### src/rtl/lscl_pkg.sv
// Constants, carriers and level coding for the LCD segment column loader
package lscl_pkg;

    // Geometry of the column register
    localparam int COLS      = 80;
    localparam int NIB_W     = 4;
    localparam int STEPS     = COLS / NIB_W;
    localparam int CNT_W     = 5;
    localparam int FIFO_DEPTH = 2;

    // Register byte offsets
    localparam logic [7:0] OFS_CTRL   = 8'h00;
    localparam logic [7:0] OFS_STATUS = 8'h04;
    localparam logic [7:0] OFS_LATCH0 = 8'h08;
    localparam logic [7:0] OFS_LATCH1 = 8'h0C;
    localparam logic [7:0] OFS_LATCH2 = 8'h10;

    // Control fields and reset value
    localparam int          CTRL_HOLD_BIT = 0;
    localparam logic [31:0] CTRL_RESET    = 32'h0000_0000;

    // Status field positions
    localparam int STAT_ACCEPT_BIT = 0;
    localparam int STAT_ENOUT_BIT  = 1;
    localparam int STAT_ENIN_BIT   = 2;
    localparam int STAT_FIFO_LSB   = 4;
    localparam int STAT_CNT_LSB    = 8;

    // Count value that marks a full line
    localparam logic [CNT_W-1:0] CNT_LAST  = 5'h13;
    localparam logic [CNT_W-1:0] CNT_RESET = 5'h00;

    // Bias level selected for each segment output
    typedef enum logic [1:0] {
        LVL_UNSEL  = 2'h0,
        LVL_THIRD  = 2'h1,
        LVL_FOURTH = 2'h2,
        LVL_NEG    = 2'h3
    } lscl_level_type;

    // Pins coming from the controller and the neighbours
    typedef struct packed {
        logic             shift_strobe;
        logic             row_load;
        logic             polarity;
        logic             blank_n;
        logic             dir;
        logic             a_in;
        logic             b_in;
        logic [NIB_W-1:0] nib;
    } lscl_pins_type;

    localparam lscl_pins_type PINS_RESET = '{default: 1'b0};

    // One buffered nibble with the direction it was taken under
    typedef struct packed {
        logic             dir;
        logic [NIB_W-1:0] nib;
    } lscl_entry_type;

    // Four-way selection from polarity, latched bit and blanking
    function automatic lscl_level_type lscl_level_sel(input logic pol, input logic bit_v, input logic blank_n);
        if (!blank_n)
            return LVL_UNSEL;
        unique case ({pol, bit_v})
            2'b00:   return LVL_THIRD;
            2'b01:   return LVL_UNSEL;
            2'b10:   return LVL_FOURTH;
            default: return LVL_NEG;
        endcase
    endfunction

endpackage

### src/rtl/lscl_column_loader.sv
// Column loader: synchronised intake, two-entry buffer, shift, latch, bias select, APB view
// Contract
// RULE1 - Each accepted shift strobe falling edge shifts one nibble into the 80-bit register.
// RULE2 - Shift strobe edges are ignored while the accept flag is inactive.
// RULE3 - Row load strobe copies the whole shift register into the output latch.
// RULE4 - Row load strobe high level initialises the accept flag.
// RULE5 - Blanking low forces every segment to the unselected level.
// RULE6 - Polarity and bit select unselected, fourth or most negative level.
// RULE7 - Polarity low and bit low select the third bias level.
// RULE8 - Controller supplies the frame inversion waveform on the polarity input.
// RULE9 - Direction low: port B enable input, A output; high swaps them.
// RULE10 - Direction low fills upward from columns 1-4; high fills downward from 80.
// RULE11 - Enable input high stops intake, low starts it.
// RULE12 - Enable output goes high when the load strobe initialises the accept flag.
// RULE13 - Enable output goes low once all 80 bits are converted.
// RULE14 - Completion is twenty accepted strobes since the last load strobe.
// RULE15 - After completion the accept flag holds until the next load strobe.
// RULE16 - In a cascade, enable output of one driver feeds the next input.
// RULE17 - Intake stays idle while the enable input is at the disable level.
// RULE18 - Controller presents one nibble per shift strobe on the nibble inputs.
module lscl_column_loader
    import lscl_pkg::*;
#(
    parameter int DEPTH = FIFO_DEPTH
)(
    // Clock and reset
    input  wire logic                  pclk,
    input  wire logic                  presetn,
    // APB slave
    input  wire logic                  psel,
    input  wire logic                  penable,
    input  wire logic                  pwrite,
    input  wire logic [7:0]            paddr,
    input  wire logic [31:0]           pwdata,
    output logic      [31:0]           prdata,
    output logic                       pready,
    output logic                       pslverr,
    // Controller pins
    input  wire logic                  data_shift_strobe,
    input  wire logic                  row_load_strobe,
    input  wire logic [NIB_W-1:0]      pixel_nibble,
    input  wire logic                  polarity,
    input  wire logic                  blanking_input_n,
    input  wire logic                  shift_direction_select,
    output logic                       intake_ready,
    // Chain enable pins, each split into in, out and active-low enable
    input  wire logic                  chain_port_a_in,
    output logic                       chain_port_a_out,
    output logic                       chain_port_a_oe_n,
    input  wire logic                  chain_port_b_in,
    output logic                       chain_port_b_out,
    output logic                       chain_port_b_oe_n,
    // Segment level selects, column k at index k-1
    output lscl_level_type [COLS-1:0]  segment_outputs
);

    localparam int PTR_W = (DEPTH > 1) ? $clog2(DEPTH) : 1;
    localparam logic [PTR_W:0] LVL_FULL = (PTR_W+1)'(DEPTH);

    lscl_pins_type          sync1_r;
    lscl_pins_type          sync2_r;
    logic                   strobe_prev_r;
    logic                   load_prev_r;
    logic                   accept_r;
    logic [CNT_W-1:0]       count_r;
    logic [COLS-1:0]        shreg_r;
    logic [COLS-1:0]        latch_r;
    logic [31:0]            ctrl_r;
    lscl_entry_type         mem_r [DEPTH];
    logic [PTR_W-1:0]       wr_ptr_r;
    logic [PTR_W-1:0]       rd_ptr_r;
    logic [PTR_W:0]         level_r;
    logic                   strobe_fall;
    logic                   load_rise;
    logic                   enable_in;
    logic                   push;
    logic                   pop;
    logic                   fifo_full;
    logic                   fifo_empty;
    lscl_entry_type         head;
    logic [31:0]            rd_mux;
    logic                   rd_hit;

    // Pointer step with wrap for any depth
    function automatic logic [PTR_W-1:0] ptr_next(input logic [PTR_W-1:0] p);
        if (p == PTR_W'(DEPTH - 1))
            return '0;
        return p + PTR_W'(1);
    endfunction

    // Two-stage pin synchroniser; the first stage feeds only the second
    always_ff @(posedge pclk or negedge presetn) begin
        if (!presetn) begin
            sync1_r <= PINS_RESET;
            sync2_r <= PINS_RESET;
        end else begin
            sync1_r <= '{shift_strobe: data_shift_strobe, row_load: row_load_strobe,
                         polarity: polarity, blank_n: blanking_input_n,
                         dir: shift_direction_select, a_in: chain_port_a_in,
                         b_in: chain_port_b_in, nib: pixel_nibble};
            sync2_r <= sync1_r;
        end
    end

    // Edge history of the two strobes
    always_ff @(posedge pclk or negedge presetn) begin
        if (!presetn) begin
            strobe_prev_r <= 1'b0;
            load_prev_r   <= 1'b0;
        end else begin
            strobe_prev_r <= sync2_r.shift_strobe;
            load_prev_r   <= sync2_r.row_load;
        end
    end

    assign strobe_fall = strobe_prev_r && !sync2_r.shift_strobe;
    assign load_rise   = !load_prev_r && sync2_r.row_load;

    // Role of the chain pins follows direction
    assign enable_in = sync2_r.dir ? sync2_r.a_in : sync2_r.b_in; // RULE9

    // Intake gate; load level has priority so no nibble counts during it
    assign push = strobe_fall && accept_r && !enable_in && !fifo_full && !sync2_r.row_load; // RULE2 RULE11 RULE17

    // Accept window and nibble count
    always_ff @(posedge pclk or negedge presetn) begin
        if (!presetn) begin
            accept_r <= 1'b0;
            count_r  <= CNT_RESET;
        end else if (sync2_r.row_load) begin
            accept_r <= 1'b1; // RULE4
            count_r  <= CNT_RESET;
        end else if (push) begin
            if (count_r == CNT_LAST) begin
                accept_r <= 1'b0; // RULE13 RULE14 RULE15
                count_r  <= CNT_RESET;
            end else begin
                count_r <= count_r + CNT_W'(1);
            end
        end
    end

    // Two-entry buffer; a drain stall lets it fill and drops intake_ready
    assign fifo_full    = (level_r == LVL_FULL);
    assign fifo_empty   = (level_r == '0);
    assign intake_ready = !fifo_full;
    assign pop          = !fifo_empty && !ctrl_r[CTRL_HOLD_BIT];
    assign head         = mem_r[rd_ptr_r];

    always_ff @(posedge pclk or negedge presetn) begin
        if (!presetn) begin
            wr_ptr_r <= '0;
            rd_ptr_r <= '0;
            level_r  <= '0;
            for (int i = 0; i < DEPTH; i++)
                mem_r[i] <= '0;
        end else begin
            if (push) begin
                mem_r[wr_ptr_r] <= '{dir: sync2_r.dir, nib: sync2_r.nib};
                wr_ptr_r        <= ptr_next(wr_ptr_r);
            end
            if (pop)
                rd_ptr_r <= ptr_next(rd_ptr_r);
            if (push && !pop)
                level_r <= level_r + (PTR_W+1)'(1);
            else if (pop && !push)
                level_r <= level_r - (PTR_W+1)'(1);
        end
    end

    // Column shift in the direction stored with each nibble
    always_ff @(posedge pclk or negedge presetn) begin
        if (!presetn) begin
            shreg_r <= '0;
        end else if (pop) begin
            if (!head.dir)
                shreg_r <= {shreg_r[COLS-NIB_W-1:0], head.nib}; // RULE1 RULE10
            else
                shreg_r <= {head.nib[0], head.nib[1], head.nib[2], head.nib[3], shreg_r[COLS-1:NIB_W]}; // RULE10
        end
    end

    // Line latch; nibbles still buffered at the load edge join the next line
    always_ff @(posedge pclk or negedge presetn) begin
        if (!presetn)
            latch_r <= '0;
        else if (load_rise)
            latch_r <= shreg_r; // RULE3
    end

    // Bias selection per column; polarity is trusted to alternate by frame
    always_ff @(posedge pclk or negedge presetn) begin
        if (!presetn) begin
            for (int k = 0; k < COLS; k++)
                segment_outputs[k] <= LVL_UNSEL;
        end else begin
            for (int k = 0; k < COLS; k++)
                segment_outputs[k] <= lscl_level_sel(sync2_r.polarity, latch_r[k], sync2_r.blank_n); // RULE5 RULE6 RULE7 RULE8
        end
    end

    // Chain pins; the output-role pin mirrors the accept window
    always_ff @(posedge pclk or negedge presetn) begin
        if (!presetn) begin
            chain_port_a_out  <= 1'b0;
            chain_port_b_out  <= 1'b0;
            chain_port_a_oe_n <= 1'b0;
            chain_port_b_oe_n <= 1'b1;
        end else begin
            chain_port_a_oe_n <= sync2_r.dir; // RULE9
            chain_port_b_oe_n <= !sync2_r.dir;
            chain_port_a_out  <= !sync2_r.dir && accept_r; // RULE12 RULE13
            chain_port_b_out  <= sync2_r.dir && accept_r;
        end
    end

    // Control register write; only the hold bit is implemented
    always_ff @(posedge pclk or negedge presetn) begin
        if (!presetn)
            ctrl_r <= CTRL_RESET;
        else if (psel && penable && pwrite && paddr == OFS_CTRL)
            ctrl_r <= {31'h0000_0000, pwdata[CTRL_HOLD_BIT]};
    end

    // Read decode
    always_comb begin
        rd_mux = 32'h0000_0000;
        rd_hit = 1'b1;
        unique case (paddr)
            OFS_CTRL:   rd_mux = ctrl_r;
            OFS_STATUS: begin
                rd_mux[STAT_ACCEPT_BIT]                = accept_r;
                rd_mux[STAT_ENOUT_BIT]                 = accept_r;
                rd_mux[STAT_ENIN_BIT]                  = !enable_in;
                rd_mux[STAT_FIFO_LSB +: PTR_W+1]       = level_r;
                rd_mux[STAT_CNT_LSB +: CNT_W]          = count_r;
            end
            OFS_LATCH0: rd_mux = latch_r[31:0];
            OFS_LATCH1: rd_mux = latch_r[63:32];
            OFS_LATCH2: rd_mux = {16'h0000, latch_r[79:64]};
            default:    rd_hit = 1'b0;
        endcase
    end

    // Answer captured in the setup cycle so the access phase ends at once
    always_ff @(posedge pclk or negedge presetn) begin
        if (!presetn) begin
            prdata  <= 32'h0000_0000;
            pslverr <= 1'b0;
        end else if (psel && !penable) begin
            prdata  <= pwrite ? 32'h0000_0000 : rd_mux;
            pslverr <= !rd_hit;
        end
    end

    assign pready = psel && penable;

    // Checks
    property p_shift_up;
        @(posedge pclk) disable iff (!presetn)
        (pop && !head.dir) |=> (shreg_r[3:0] == $past(head.nib)) && (shreg_r[7:4] == $past(shreg_r[3:0]));
    endproperty
    a_shift_up: assert property (p_shift_up) else $error("upward shift wrong"); // RULE1

    property p_shift_down;
        @(posedge pclk) disable iff (!presetn)
        (pop && head.dir) |=> (shreg_r[79] == $past(head.nib[0])) && (shreg_r[76] == $past(head.nib[3]));
    endproperty
    a_shift_down: assert property (p_shift_down) else $error("downward shift wrong"); // RULE10

    property p_ignore;
        @(posedge pclk) disable iff (!presetn)
        (!sync2_r.row_load && (!accept_r || enable_in)) |=> count_r == $past(count_r);
    endproperty
    a_ignore: assert property (p_ignore) else $error("strobe taken outside window"); // RULE2

    property p_latch;
        @(posedge pclk) disable iff (!presetn)
        load_rise |=> latch_r == $past(shreg_r);
    endproperty
    a_latch: assert property (p_latch) else $error("latch missed shift register"); // RULE3

    property p_init;
        @(posedge pclk) disable iff (!presetn)
        sync2_r.row_load |=> accept_r && count_r == CNT_RESET ##1 (sync2_r.dir ? chain_port_b_out : chain_port_a_out);
    endproperty
    a_init: assert property (p_init) else $error("load did not arm window"); // RULE12

    property p_blank;
        @(posedge pclk) disable iff (!presetn)
        !sync2_r.blank_n |=> segment_outputs == {COLS{LVL_UNSEL}};
    endproperty
    a_blank: assert property (p_blank) else $error("blanking not applied"); // RULE5

    property p_table;
        @(posedge pclk) disable iff (!presetn)
        sync2_r.blank_n |=> segment_outputs[0] ==
            ($past(sync2_r.polarity) ? ($past(latch_r[0]) ? LVL_NEG : LVL_FOURTH)
                                     : ($past(latch_r[0]) ? LVL_UNSEL : LVL_THIRD));
    endproperty
    a_table: assert property (p_table) else $error("bias selection wrong"); // RULE6

    property p_roles;
        @(posedge pclk) disable iff (!presetn)
        $stable(sync2_r.dir) |=> chain_port_a_oe_n == $past(sync2_r.dir) && chain_port_b_oe_n == !$past(sync2_r.dir);
    endproperty
    a_roles: assert property (p_roles) else $error("chain pin roles wrong"); // RULE9

    property p_complete;
        @(posedge pclk) disable iff (!presetn)
        (push && count_r == CNT_LAST) |=> !accept_r;
    endproperty
    a_complete: assert property (p_complete) else $error("window open after line"); // RULE14

    property p_hold;
        @(posedge pclk) disable iff (!presetn)
        (!accept_r && !sync2_r.row_load) |=> !accept_r;
    endproperty
    a_hold: assert property (p_hold) else $error("window reopened without load"); // RULE15

    // Output-role pin shows the window one edge late
    property p_enout;
        @(posedge pclk) disable iff (!presetn)
        1'b1 |=> ($past(sync2_r.dir) ? chain_port_b_out : chain_port_a_out) == $past(accept_r);
    endproperty
    a_enout: assert property (p_enout) else $error("enable output does not track window"); // RULE13

    // Input-role pin never shows a driven high
    property p_quiet;
        @(posedge pclk) disable iff (!presetn)
        1'b1 |=> ($past(sync2_r.dir) ? chain_port_a_out : chain_port_b_out) == 1'b0;
    endproperty
    a_quiet: assert property (p_quiet) else $error("input-role pin driven"); // RULE9

    // Each accepted strobe below the last one advances the count by one
    property p_count;
        @(posedge pclk) disable iff (!presetn)
        (push && count_r != CNT_LAST) |=> count_r == $past(count_r) + CNT_W'(1);
    endproperty
    a_count: assert property (p_count) else $error("nibble count did not advance"); // RULE14

    c_line_done: cover property (@(posedge pclk) disable iff (!presetn) push && count_r == CNT_LAST);
    c_fifo_full: cover property (@(posedge pclk) disable iff (!presetn) fifo_full && strobe_fall);
    c_latch:     cover property (@(posedge pclk) disable iff (!presetn) load_rise && shreg_r != '0);
    c_down:      cover property (@(posedge pclk) disable iff (!presetn) pop && head.dir);
    c_blank:     cover property (@(posedge pclk) disable iff (!presetn) !sync2_r.blank_n && latch_r != '0);

endmodule

### config.mk
export PLATFORM = sky130hd
export DESIGN_NAME = lscl_column_loader
export DESIGN_NICKNAME = d
export VERILOG_FILES = /design/src/rtl/lscl_pkg.sv /design/src/rtl/lscl_column_loader.sv
export SDC_FILE = /design/constraint.sdc
export NUM_CORES = 1
export LEC_CHECK = 0
export BUFFER_PORTS_ARGS = -buffer_cell sky130_fd_sc_hd__buf_2
export CORE_MARGIN = 1.5
export CORE_UTILIZATION = 46
export DETAILED_ROUTE_END_ITERATION = 8
export HOLD_SLACK_MARGIN = 0.06
export PLACE_DENSITY = 0.65
export SKIP_CTS_REPAIR_TIMING = 1
export SLEW_MARGIN = 0
export SYNTH_ARGS = -nofsm -noshare
export SYNTH_HDL_FRONTEND = slang
export SYNTH_SLANG_ARGS = --single-unit
### constraint.sdc
create_clock -name pclk -period 2.23 [get_ports pclk]
set_input_delay 0.1115 -clock pclk [delete_from_list [all_inputs] [get_ports pclk]]
set_output_delay 0.1115 -clock pclk [all_outputs]
set_load 0.1 [all_outputs]
# --- Yosys cells after proc, flatten, opt, wreduce, memory -nomap -nowiden ---
# Index checks and enable logic that the tools add are counted.
word_totals:
  reg_bits: 402
  input_bits: 56
  wordCells: 599
op_classes:
  n_addsub: 5
  n_lt_le_gt_ge: 3
  eq_ne: 166
  n_mux: 192
  n_bitwise: 2
  reduce_logical: 115
ops:
  columns: ["cell", "count"]
  rows:
  - ["$pmux 2 s3", 81]
  - ["$mux 2", 82]
  - ["$eq 2x2->1 const B", 81]
  - ["$logic_not 2->1", 81]
  - ["$eq 2x1->1 const B", 80]
  - ["$mux 80", 1]
  - ["$pmux 19 s3", 1]
  - ["$mux 5", 7]
  - ["$mux 32", 1]
  - ["$pmux 5 s4", 1]
  - ["$eq 8x4->1 const B", 2]
  - ["$logic_and 1x1->1", 16]
  - ["$pmux 3 s5", 1]
  - ["$mux 1", 13]
  - ["$logic_not 1->1", 12]
  - ["$bwmux 10", 1]
  - ["$eq 8x3->1 const B", 1]
  - ["$eq 8x5->1 const B", 1]
  - ["$logic_not 8->1", 1]
  - ["$pmux 2 s4", 1]
  - ["$reduce_bool 2->1", 3]
  - ["$add 5x1->5 const B", 1]
  - ["$demux 5 s1", 1]
  - ["$eq 5x5->1 const B", 1]
  - ["9 further kinds", 12]

# --- Logic depth before layout (Yosys ltp) ---
# Gate-level depths: netlist of the first run.
logic_depth:
  ltp_word: 10
  depth_mapped: 8
  depth_no_buf: 6

# --- Least setup slack after synthesis of the first run ---
# Ideal clock, no wire load.
synth_path:
  path_kind: "reg2out"
  startpoint: "reg, netlist name segment_outputs[1]"
  endpoint: "out segment_outputs[101] (netlist name)"
  arrival_ns: 2.569
  required_ns: 2.118
  setup_slack_ns: -0.450
  stages_incl_launch_ff: 2
  n_path_buf: 1
  cell_sequence: "dfrtp_1 buf_4"
synth_lines:
  columns: ["item", "line", "rtl"]
  rows:
  - ["end, declared", "lscl_column_loader.sv:54", "output lscl_level_type [COLS-1:0] segment_outputs"]

# --- Final worst setup path of the first run ---
layout_path:
  startpoint: "reg sync2_r[6] (netlist name)"
  endpoint: "reg mem_r[4] (netlist name)"
layout_via:
  elab_chain_len: 5
  elab_cells_between_ends: 6
layout_rtl:
  columns: ["item", "line", "rtl"]
  rows:
  - ["start, declared", "lscl_column_loader.sv:61", "lscl_pins_type sync2_r;"]
  - ["start signal, assigned", "lscl_column_loader.sv:101", "sync2_r <= sync1_r;"]
  - ["$mux 1", "lscl_column_loader.sv:120", "assign enable_in = sync2_r.dir ? sync2_r.a_in : sync2_r.b_in;"]
  - ["$logic_not 1->1", "lscl_column_loader.sv:123", "assign push = strobe_fall && accept_r && !enable_in && !fifo_full && !sync2_r.row_load;"]
  - ["$logic_and 1x1->1 (3 in series)", "lscl_column_loader.sv:123", null]
  - ["net push", "lscl_column_loader.sv:76", "logic push;"]
  - ["end signal, assigned by index", "lscl_column_loader.sv:159", "mem_r[wr_ptr_r] <= '{dir: sync2_r.dir, nib: sync2_r.nib};"]
  - ["end, declared", "lscl_column_loader.sv:69", "lscl_entry_type mem_r [DEPTH];"]
# The timed path passes the listed nets, and every way through them passes these cells.
# A chain may end at the register's enable or synchronous reset.

==> run metrics, run 1 <==
worst-path cell chain mux2_4, nor4_4, and2_0, mux2_2; outcome finished clean; Mean Syn Cell Area 12.2 µm²; CP Capture Type flip-flop; gpl congestion 0.824; Residual DRC 0; post-synthesis cell count 1168; Fmax 495 MHz; Max VDD drop 1.02 mV; Place WS 209 ps; gr ovfl total 0; area leader, netlist dfrtp_1; worst-skew pair later-pin latency 510 ps; diodes inserted 0; first-pass GRT wire length 49700 µm; height of the die 179 µm; post-synth cell types 51; hold slack final 22.8 ps; core area 0.0305 mm²; Post-Syn Area 0.0142 mm²; Slew Viols, Final 0; fin crit period 2020 ps; Die X 179 µm; number of global-route vias before repair 8540; final std cells w/o fill 1731; row cnt 64; fin util 54.0%; antenna violations before repair 0; via count 8936; Critical Path AT 2410 ps; Synth Warn # 0; I/O pin total 255; post-synthesis sequential area ratio 57.5%; Min-Delay Startpoint paddr[5]; H-tree depth 2; Final ANT Viol Nets 0; Initial DRT Pass Iterations 6; Final Skew 21.1 ps; Max Cap Violations 0; syn_nets 1232; RSZ-0062 raised after global routing no; setup TNS 0 ps; starting DRC count in detailed routing 523; Setup CP Type reg2reg; r2r setup slk 210 ps; largest net degree at the start of global routing 162; Total GRT Usage 20.4%; Initial Util 46.5%; Port Buf Inserts 223; post-DR wirelength/cell 18.4 µm; leakage power 8.08 nW; wirelength, routed 31900 µm; CTS max path bufs 3; CP peak stage delay 480 ps; Num CTS Buffers 35; CP max FO 7; worst slew pin tran 750 ps; placed insts 1658; PwrDens 1430 mW/mm²; clock tree root buffer cell clkbuf_16; final setup fails 0; synthesis-to-finish area growth 16.1%; post-route worst setup slack 210 ps; CTS tree done; Clock transition at path regs 60 ps; Startpoint Class flip-flop; Detail Placement HPWL 21700 µm; Critical path origin sync2_r[6]$_DFF_PN0_; Synth area leaders dfrtp_1, mux2i_1, mux2_2; Worst Path Required 2620 ps; register bit total from synthesis 326; share of layout cells above drive strength 1 30.1%; via/cell ratio 5.16; Crit Reg-Reg Startpoint sync2_r[6]$_DFF_PN0_; Synth top area share 57.3%; Slew HR 50.0%; slowest CP cell dfrtp_1; Final Hold Viols 0; Nets 1378; Period Utilization, post-route 90.6%; Hold Path Class in2reg; die area 0.0319 mm²; clock sinks 326
## critical path: cells and delay by family, from the launching register on
kind	cells	cell delay, ps
mux	2	760
simple gates	2	670
flops	1	480
## through the flow
stage	total power (W)	cell area, µm²
3_5_place_dp	0.0178	15200
3_3_place_gp	0.0176	15200
6_report	0.0235	16500
2_1_floorplan	0.0158	14200
5_1_grt	0.0247	16500
4_1_cts	0.0237	16300
## per-layer routing
metal | track usage [%] | up-vias | share of wire [%]
li1 | - | 4158 | -
met1 | 31.2 | 4414 | 48
met2 | 30.3 | 320 | 44
met3 | 3.16 | 44 | 6.3
met4 | 4.97 | 0 | 1.9
met5 | 0 | - | 0
## worst paths after layout
check	endpoint	cells past startpoint
setup / recovery	mem_r[4]$_DFFE_PN0P_	4
hold / removal	pslverr$_DFFE_PN0P_	5
setup reg to reg	mem_r[4]$_DFFE_PN0P_	4
hold reg to reg	sync2_r[6]$_DFF_PN0_	0
max in group asynchronous	chain_port_b_oe_n$_DFF_PN1_	3
min in group asynchronous	latch_r[26]$_DFFE_PN0P_	2
## cell usage in the layout (no fill, tap or decap), types with 8 or more instances in the layout
| cell type | instances |
|---|---|
| a21oi_1 | 8 |
| a22o_1 | 10 |
| and2_1 | 83 |
| buf_12 | 9 |
| buf_2 | 222 |
| buf_4 | 10 |
| clkbuf_16 | 36 |
| dfrtp_1 | 322 |
| dlygate4sd3_1 | 15 |
| ha_1 | 8 |
| mux2_2 | 88 |
| mux2i_1 | 102 |
| nand2_1 | 111 |
| nor2_1 | 11 |
| nor3_1 | 9 |
| o21ai_0 | 111 |
| xnor2_1 | 80 |
## synth_stat cells (all sizes together)
library cell,n
a21o,1
a21oi,8
a221o,6
a22o,10
a22oi,6
a31oi,1
a32oi,7
and2,84
and3,1
buf,108
clkbuf,40
dfrtp,325
dfstp,1
ha,8
inv,7
mux2,89
mux2i,103
mux4,1
nand2,111
nand2b,3
nand3,3
nand3b,3
nor2,11
nor2b,8
nor3,9
nor4,4
nor4bb,1
o211ai,2
o21a,3
o21ai,111
o21ba,1
o21bai,2
o22ai,1
o32ai,1
or2,1
or3,1
or4,2
or4b,1
xnor2,80
xor2,3
## flip-flops by register name (all words and copies together) (netlist names), 2 cells and up
| name | cells |
|---|---|
| prdata | 32 |
| level_r | 2 |
| shreg_r | 80 |
| count_r | 5 |
| sync2_r | 11 |
| sync1_r | 11 |
| latch_r | 80 |
| segment_outputs | 84 |
| mem_r | 10 |
## final cells by class
type                    instances  area [µm²]
multi-input cells             687        5110
well taps                     396         495
clock buffers                  45         995
fillers                      2612       14000
flip-flops and latches        326        8170
clock inverters                13         158
repair buffers                257        1530
inverters                       7        26.3
## power breakdown
part           total [W]  internal [W]  switching, W
Sequential       0.00937       0.00758       0.00179
Clock            0.00579       0.00349       0.00229
Combinational    0.00832       0.00259       0.00573
Total             0.0235        0.0137       0.00982
## cells by family (layout without fill, tap and decap cells)
logic type | count (synthesis) | in the layout | share of synthesized area [%]
XOR/XNOR | 83 | 83 | 5.12
multiplexers | 193 | 193 | 14.5
flip-flops | 326 | 326 | 57.5
AND/OR/NAND/NOR | 243 | 243 | 8.79
AO/OA/AOI/OAI | 160 | 160 | 6.63
adder cells (fa/ha/maj) | 8 | 8 | 0.705
buffers and inverters | 155 | 322 | 6.78
No activity file was read; power rests on OpenSTA's default activity.
==> run 2, diff against run 1 <==
--- a/config.mk
+++ b/config.mk
@@ -6,9 +6,9 @@
 export NUM_CORES = 1
 export LEC_CHECK = 0
 export BUFFER_PORTS_ARGS = -buffer_cell sky130_fd_sc_hd__buf_2
-export CORE_MARGIN = 1.5
 export CORE_UTILIZATION = 46
 export DETAILED_ROUTE_END_ITERATION = 8
+export GPL_ROUTABILITY_DRIVEN = 0
 export HOLD_SLACK_MARGIN = 0.06
 export PLACE_DENSITY = 0.65
 export SKIP_CTS_REPAIR_TIMING = 1
==> run 2 against run 1 <==
Net effect: sequential share of layout area fell by 0.62 points; setup slack got worse by 110 ps; non-clock buffer count rose by 10; critical path type is now in2reg; critical path depth rose by 3; final area rose by 1.3%.
==> run metrics, run 2 (synthesis results as in run 1) <==
Nets 1388 (+0.73%); share of layout cells above drive strength 1 30.0% (-0.11 points); Slew Viols, Final 0 (unchanged); Port Buf Inserts 223 (unchanged); number of global-route vias before repair 8539 (-0.012%); Place WS 229 ps (+19.5 ps); Clock transition at path regs 60 ps (about the same); Final Hold Viols 0 (unchanged); CP Capture Type flip-flop; clock sinks 326 (unchanged); row cnt 63 (-1.6%); Period Utilization, post-route 95.4% (+4.8 points); largest net degree at the start of global routing 161 (-0.62%); Critical Path AT 2540 ps (+130 ps); flip-flop count of the largest register after layout 84 (unchanged); worst slew pin tran 822 ps (+72.3 ps); commonest cells after routing, fill and taps aside dfrtp_1, buf_2, nand2_1, o21ai_0, mux2i_1; placed insts 1654 (-0.24%); wirelength, routed 32100 µm (+0.81%); Detail Placement HPWL 21900 µm (+1.0%); final setup fails 0 (unchanged); diodes inserted 0 (unchanged); Slew HR 45.2% (-4.8 points); gr ovfl total 0 (unchanged); Residual DRC 0 (unchanged); via count 8942 (+0.067%); post-route worst setup slack 103 ps (-107 ps); Startpoint Class input pin; PwrDens 1430 mW/mm² (+0.62%); CTS tree done; Fmax 470 MHz (-5.0%); die area 0.0316 mm² (-1.1%); fin crit period 2130 ps (+107 ps); post-DR wirelength/cell 18.5 µm (+0.29%); Top Registers segment_outputs: 84 flops, latch_r: 80 flops, shreg_r: 80 flops; H-tree depth 2 (unchanged); outcome finished clean; Max VDD drop 0.892 mV (-12%); # fillers 2570 (-1.6%); Final Skew 24.9 ps (+3.85 ps); Final ANT Viol Nets 0 (unchanged); Num CTS Buffers 35 (unchanged); PnR Total Power 0.0239 W (+1.9%); I/O pin total 255 (unchanged); synthesis-to-finish area growth 17.5%; leakage power 8.17 nW (+1.2%); clock tree root buffer cell clkbuf_16; first-pass GRT wire length 49700 µm (about the same); via/cell ratio 5.14 (-0.45%); CP max FO 4 (-3); core area 0.0300 mm² (-1.6%); starting DRC count in detailed routing 604 (+15%); Die X 178 µm (-0.56%); Most flops, register segment_outputs; most common cell after layout, fill and taps aside dfrtp_1; height of the die 178 µm (-0.56%); Hold Path Class in2reg; Max Cap Violations 0 (unchanged); Initial DRT Pass Iterations 5 (-1); worst-skew pair later-pin latency 520 ps (about the same); antenna violations before repair 0 (unchanged); Initial Util 47.3% (+0.74 points); Worst Path Required 2650 ps (+30 ps); final std cells w/o fill 1740 (+0.52%); CTS max path bufs 3 (unchanged); Total GRT Usage 20.8% (+0.37 points); Setup CP Type in2reg
[run 2: through the flow]
| step | utilization, % | setup TNS [ps] | hold WS, ps | cell area (µm²) |
|---|---|---|---|---|
| 2_1_floorplan | - | 0 | -184 | 14200 |
| 3_3_place_gp | 50.7 | 0 | -11.9 | 15200 |
| 3_5_place_dp | 50.7 | 0 | -7.36 | 15200 |
| 4_1_cts | 54.8 | 0 | -550 | 16500 |
| 5_1_grt | 55.6 | -42.3 | 68.2 | 16700 |
| 6_report | 55.6 | 0 | 17.8 | 16700 |
[run 2: where the power goes]
group	switching, W	internal (W)	leakage [nW]
Combinational	0.00579	0.00274	3.31
Clock	0.00231	0.00374	0.604
Sequential	0.00177	0.00758	4.26
[run 2: layer usage]
metal,wire length (µm),GRT usage [%],share of wire (%)
met3,1520,3.04,4.7
met1,15300,30.5,47
met5,0,0,0
met4,515,5.09,1.6
met2,14800,32.3,46
[run 2: final timing paths]
check | depth (start not counted) | slack [ps] | endpoint | from
setup / recovery | 7 | 100 | prdata[2]$_DFFE_PN0P_ | paddr[6]
hold / removal | 5 | 20 | pslverr$_DFFE_PN0P_ | paddr[5]
max in group asynchronous | 4 | 850 | segment_outputs[1]$_DFF_PN0_ | presetn
setup reg to reg | 4 | 250 | mem_r[3]$_DFFE_PN0P_ | sync2_r[6]$_DFF_PN0_
min in group asynchronous | 3 | 580 | segment_outputs[68]$_DFF_PN0_ | presetn
hold reg to reg | 0 | 340 | sync2_r[9]$_DFF_PN0_ | sync1_r[9]$_DFF_PN0_
[run 2: cell type report]
class | count | area [µm²] | share of cell area, %
multi-input combinational | 687 | 5110 | 30.6
inverter | 7 | 26.3 | 0.157
tap | 390 | 488 | 2.92
clock buffer | 52 | 1050 | 6.30
timing repair buffer | 267 | 1680 | 10.0
sequential | 326 | 8170 | 48.9
clock inverter | 11 | 174 | 1.04
[run 2: critical path: stages]
cell and delay [ps]:
dlygate4sd3_1 530, buf_2 150, nor4_1 380, dlygate4sd3_1 610, nand3_1 80, dlygate4sd3_1 570
o211ai_1 110
==> run 3, diff against run 2 <==
--- a/config.mk
+++ b/config.mk
@@ -10,7 +10,7 @@
 export DETAILED_ROUTE_END_ITERATION = 8
 export GPL_ROUTABILITY_DRIVEN = 0
 export HOLD_SLACK_MARGIN = 0.06
-export PLACE_DENSITY = 0.65
+export PLACE_DENSITY = 0.68
 export SKIP_CTS_REPAIR_TIMING = 1
 export SLEW_MARGIN = 0
 export SYNTH_ARGS = -nofsm -noshare
==> run 3 against run 2 <==
Net effect: core utilization is 0.56 points lower; register-to-register slack worse by 70 ps; highest routed layer unchanged; power is 2.2% lower; maximum frequency is 3.7% higher; critical path type is now reg2reg; sequential power hardly changed; largest power group unchanged.
==> run metrics, run 3 (synthesis results as in run 1) <==
worst-skew pair later-pin latency 530 ps (about the same); largest net degree at the start of global routing 162 (+0.62%); PnR Total Power 0.0234 W (-2.2%); Final ANT Viol Nets 0 (unchanged); Num CTS Buffers 35 (unchanged); CP max FO 7 (+3); Top Registers segment_outputs: 84 flops, latch_r: 80 flops, shreg_r: 80 flops; Hold Path Class in2reg; diodes inserted 0 (unchanged); slowest CP cell dfrtp_1; Min-Delay Startpoint psel; I/O pin total 255 (unchanged); placed insts 1656 (+0.12%); Fmax 488 MHz (+3.7%); Initial Util 47.3% (unchanged); most common cell after layout, fill and taps aside dfrtp_1; RSZ-0062 raised after global routing no; leakage power 8.10 nW (-0.88%); outcome finished clean; via/cell ratio 5.16 (+0.36%); synthesis-to-finish area growth 16.4%; clock tree root buffer cell clkbuf_16; via count 8943 (+0.011%); gr ovfl total 0 (unchanged); CTS max path bufs 3 (unchanged); core area 0.0300 mm² (unchanged); Final Hold Viols 0 (unchanged); delay-heaviest family, CP multiplexers; Critical Path AT 2460 ps (-80 ps); Period Utilization, post-route 92.0% (-3.4 points); Port Buf Inserts 223 (unchanged); share of layout cells above drive strength 1 29.8% (-0.24 points); Startpoint Class flip-flop; number of global-route vias before repair 8671 (+1.5%); commonest cells after routing, fill and taps aside dfrtp_1, buf_2, nand2_1, o21ai_0, mux2i_1; setup TNS 0 ps (unchanged); worst flop-to-flop path endpoint mem_r[1]$_DFFE_PN0P_; CTS tree done; fin util 55.0% (-0.56 points); Slew HR 49.9% (+4.7 points); Die X 178 µm (unchanged); Hold EP pslverr$_DFFE_PN0P_; Setup CP Type reg2reg; Initial DRT Pass Iterations 5 (unchanged); buffer and inverter count on the worst path 0 (-4); r2r worst-path depth 4 (unchanged); register area 0.00817 mm² (unchanged); Nets 1386 (-0.14%); wirelength, routed 31600 µm (-1.6%); post-DR wirelength/cell 18.2 µm (-1.2%); Slew Viols, Final 0 (unchanged); Most flops, register segment_outputs; final std cells w/o fill 1734 (-0.34%); antenna violations before repair 0 (unchanged); PwrDens 1420 mW/mm² (-1.2%); Max VDD drop 0.682 mV (-24%); worst-path cell chain mux2_4, nor4_4, and2_0, mux2_2; CP peak stage delay 500 ps (-110 ps); worst slew pin tran 752 ps (-70.5 ps); final setup fails 0 (unchanged); Total GRT Usage 20.9% (+0.12 points); row cnt 63 (unchanged); Worst Path Required 2630 ps (-20 ps); CP Capture Type flip-flop; flip-flop count of the largest register after layout 84 (unchanged); r2r setup slk 180 ps (-70 ps); die area 0.0316 mm² (unchanged); Crit Reg-Reg Startpoint sync2_r[6]$_DFF_PN0_; Hold Path Depth 4 (-1); # fillers 2519 (-2.0%); Max Cap Violations 0 (unchanged); area of the multi-input gates 0.00511 mm² (unchanged); Detail Placement HPWL 22100 µm (+0.63%); height of the die 178 µm (unchanged); Residual DRC 0 (unchanged); clock sinks 326 (unchanged); starting DRC count in detailed routing 631 (+4.5%); Final Skew 29.7 ps (+4.75 ps); H-tree depth 2 (unchanged); fin crit period 2050 ps (-75.5 ps); Clock transition at path regs 60 ps (about the same); first-pass GRT wire length 50400 µm (+1.4%)
==> run 3: final cells by class <==
cell class / count / area share (%)
clock buffers: 49 / 5.93
well taps: 390 / 2.95
clock inverters: 10 / 0.697
inverters: 7 / 0.159
flip-flops and latches: 326 / 49.4
repair buffers: 265 / 9.92
multi-input cells: 687 / 30.9
==> run 3: worst max path at each step <==
stage	from	endpoint	slack, ps	depth (start not counted)
after floorplan	level_r[0]$_DFFE_PN0P_	level_r[1]$_DFFE_PN0P_	230	7
after global placement	pwrite	prdata[20]$_DFFE_PN0P_	170	5
after detailed placement	pwrite	prdata[18]$_DFFE_PN0P_	120	5
after CTS	sync2_r[6]$_DFF_PN0_	mem_r[0]$_DFFE_PN0P_	180	4
after global routing	penable	prdata[23]$_DFFE_PN0P_	50	6
final	sync2_r[6]$_DFF_PN0_	mem_r[1]$_DFFE_PN0P_	180	4
==> run 3: metrics by stage <==
step | hold slack [ps] | setup WS, ps | instance area [µm²]
floorplan | -184 | 229 | 14200
global placement | 66.0 | 173 | 15200
detailed placement | 67.6 | 120 | 15200
CTS | -483 | 177 | 16300
global route | 62.9 | 47.8 | 16500
finish | 17.0 | 179 | 16500
==> run 3: metal layers <==
metal  part of all wire, %  track usage, %  wire length, µm
met1                    48            31.3            15300
met2                    43            30.7            13700
met3                   6.3            3.94             2000
met4                   2.1            6.13              663
met5                     0               0                0
==> run 3: power breakdown <==
part	switching [W]	internal [W]	leakage [nW]	total, W
logic	0.00578	0.00271	3.30	0.00848
registers	0.00176	0.00758	4.26	0.00934
clock network	0.00229	0.00330	0.540	0.00559
==> run 3: worst register-to-register path, delay by kind of cell (launching register included) <==
kind             cells  cell delay, ps
flip-flops           1             500
multiplexers         2             760
AND/OR/NAND/NOR      2             680
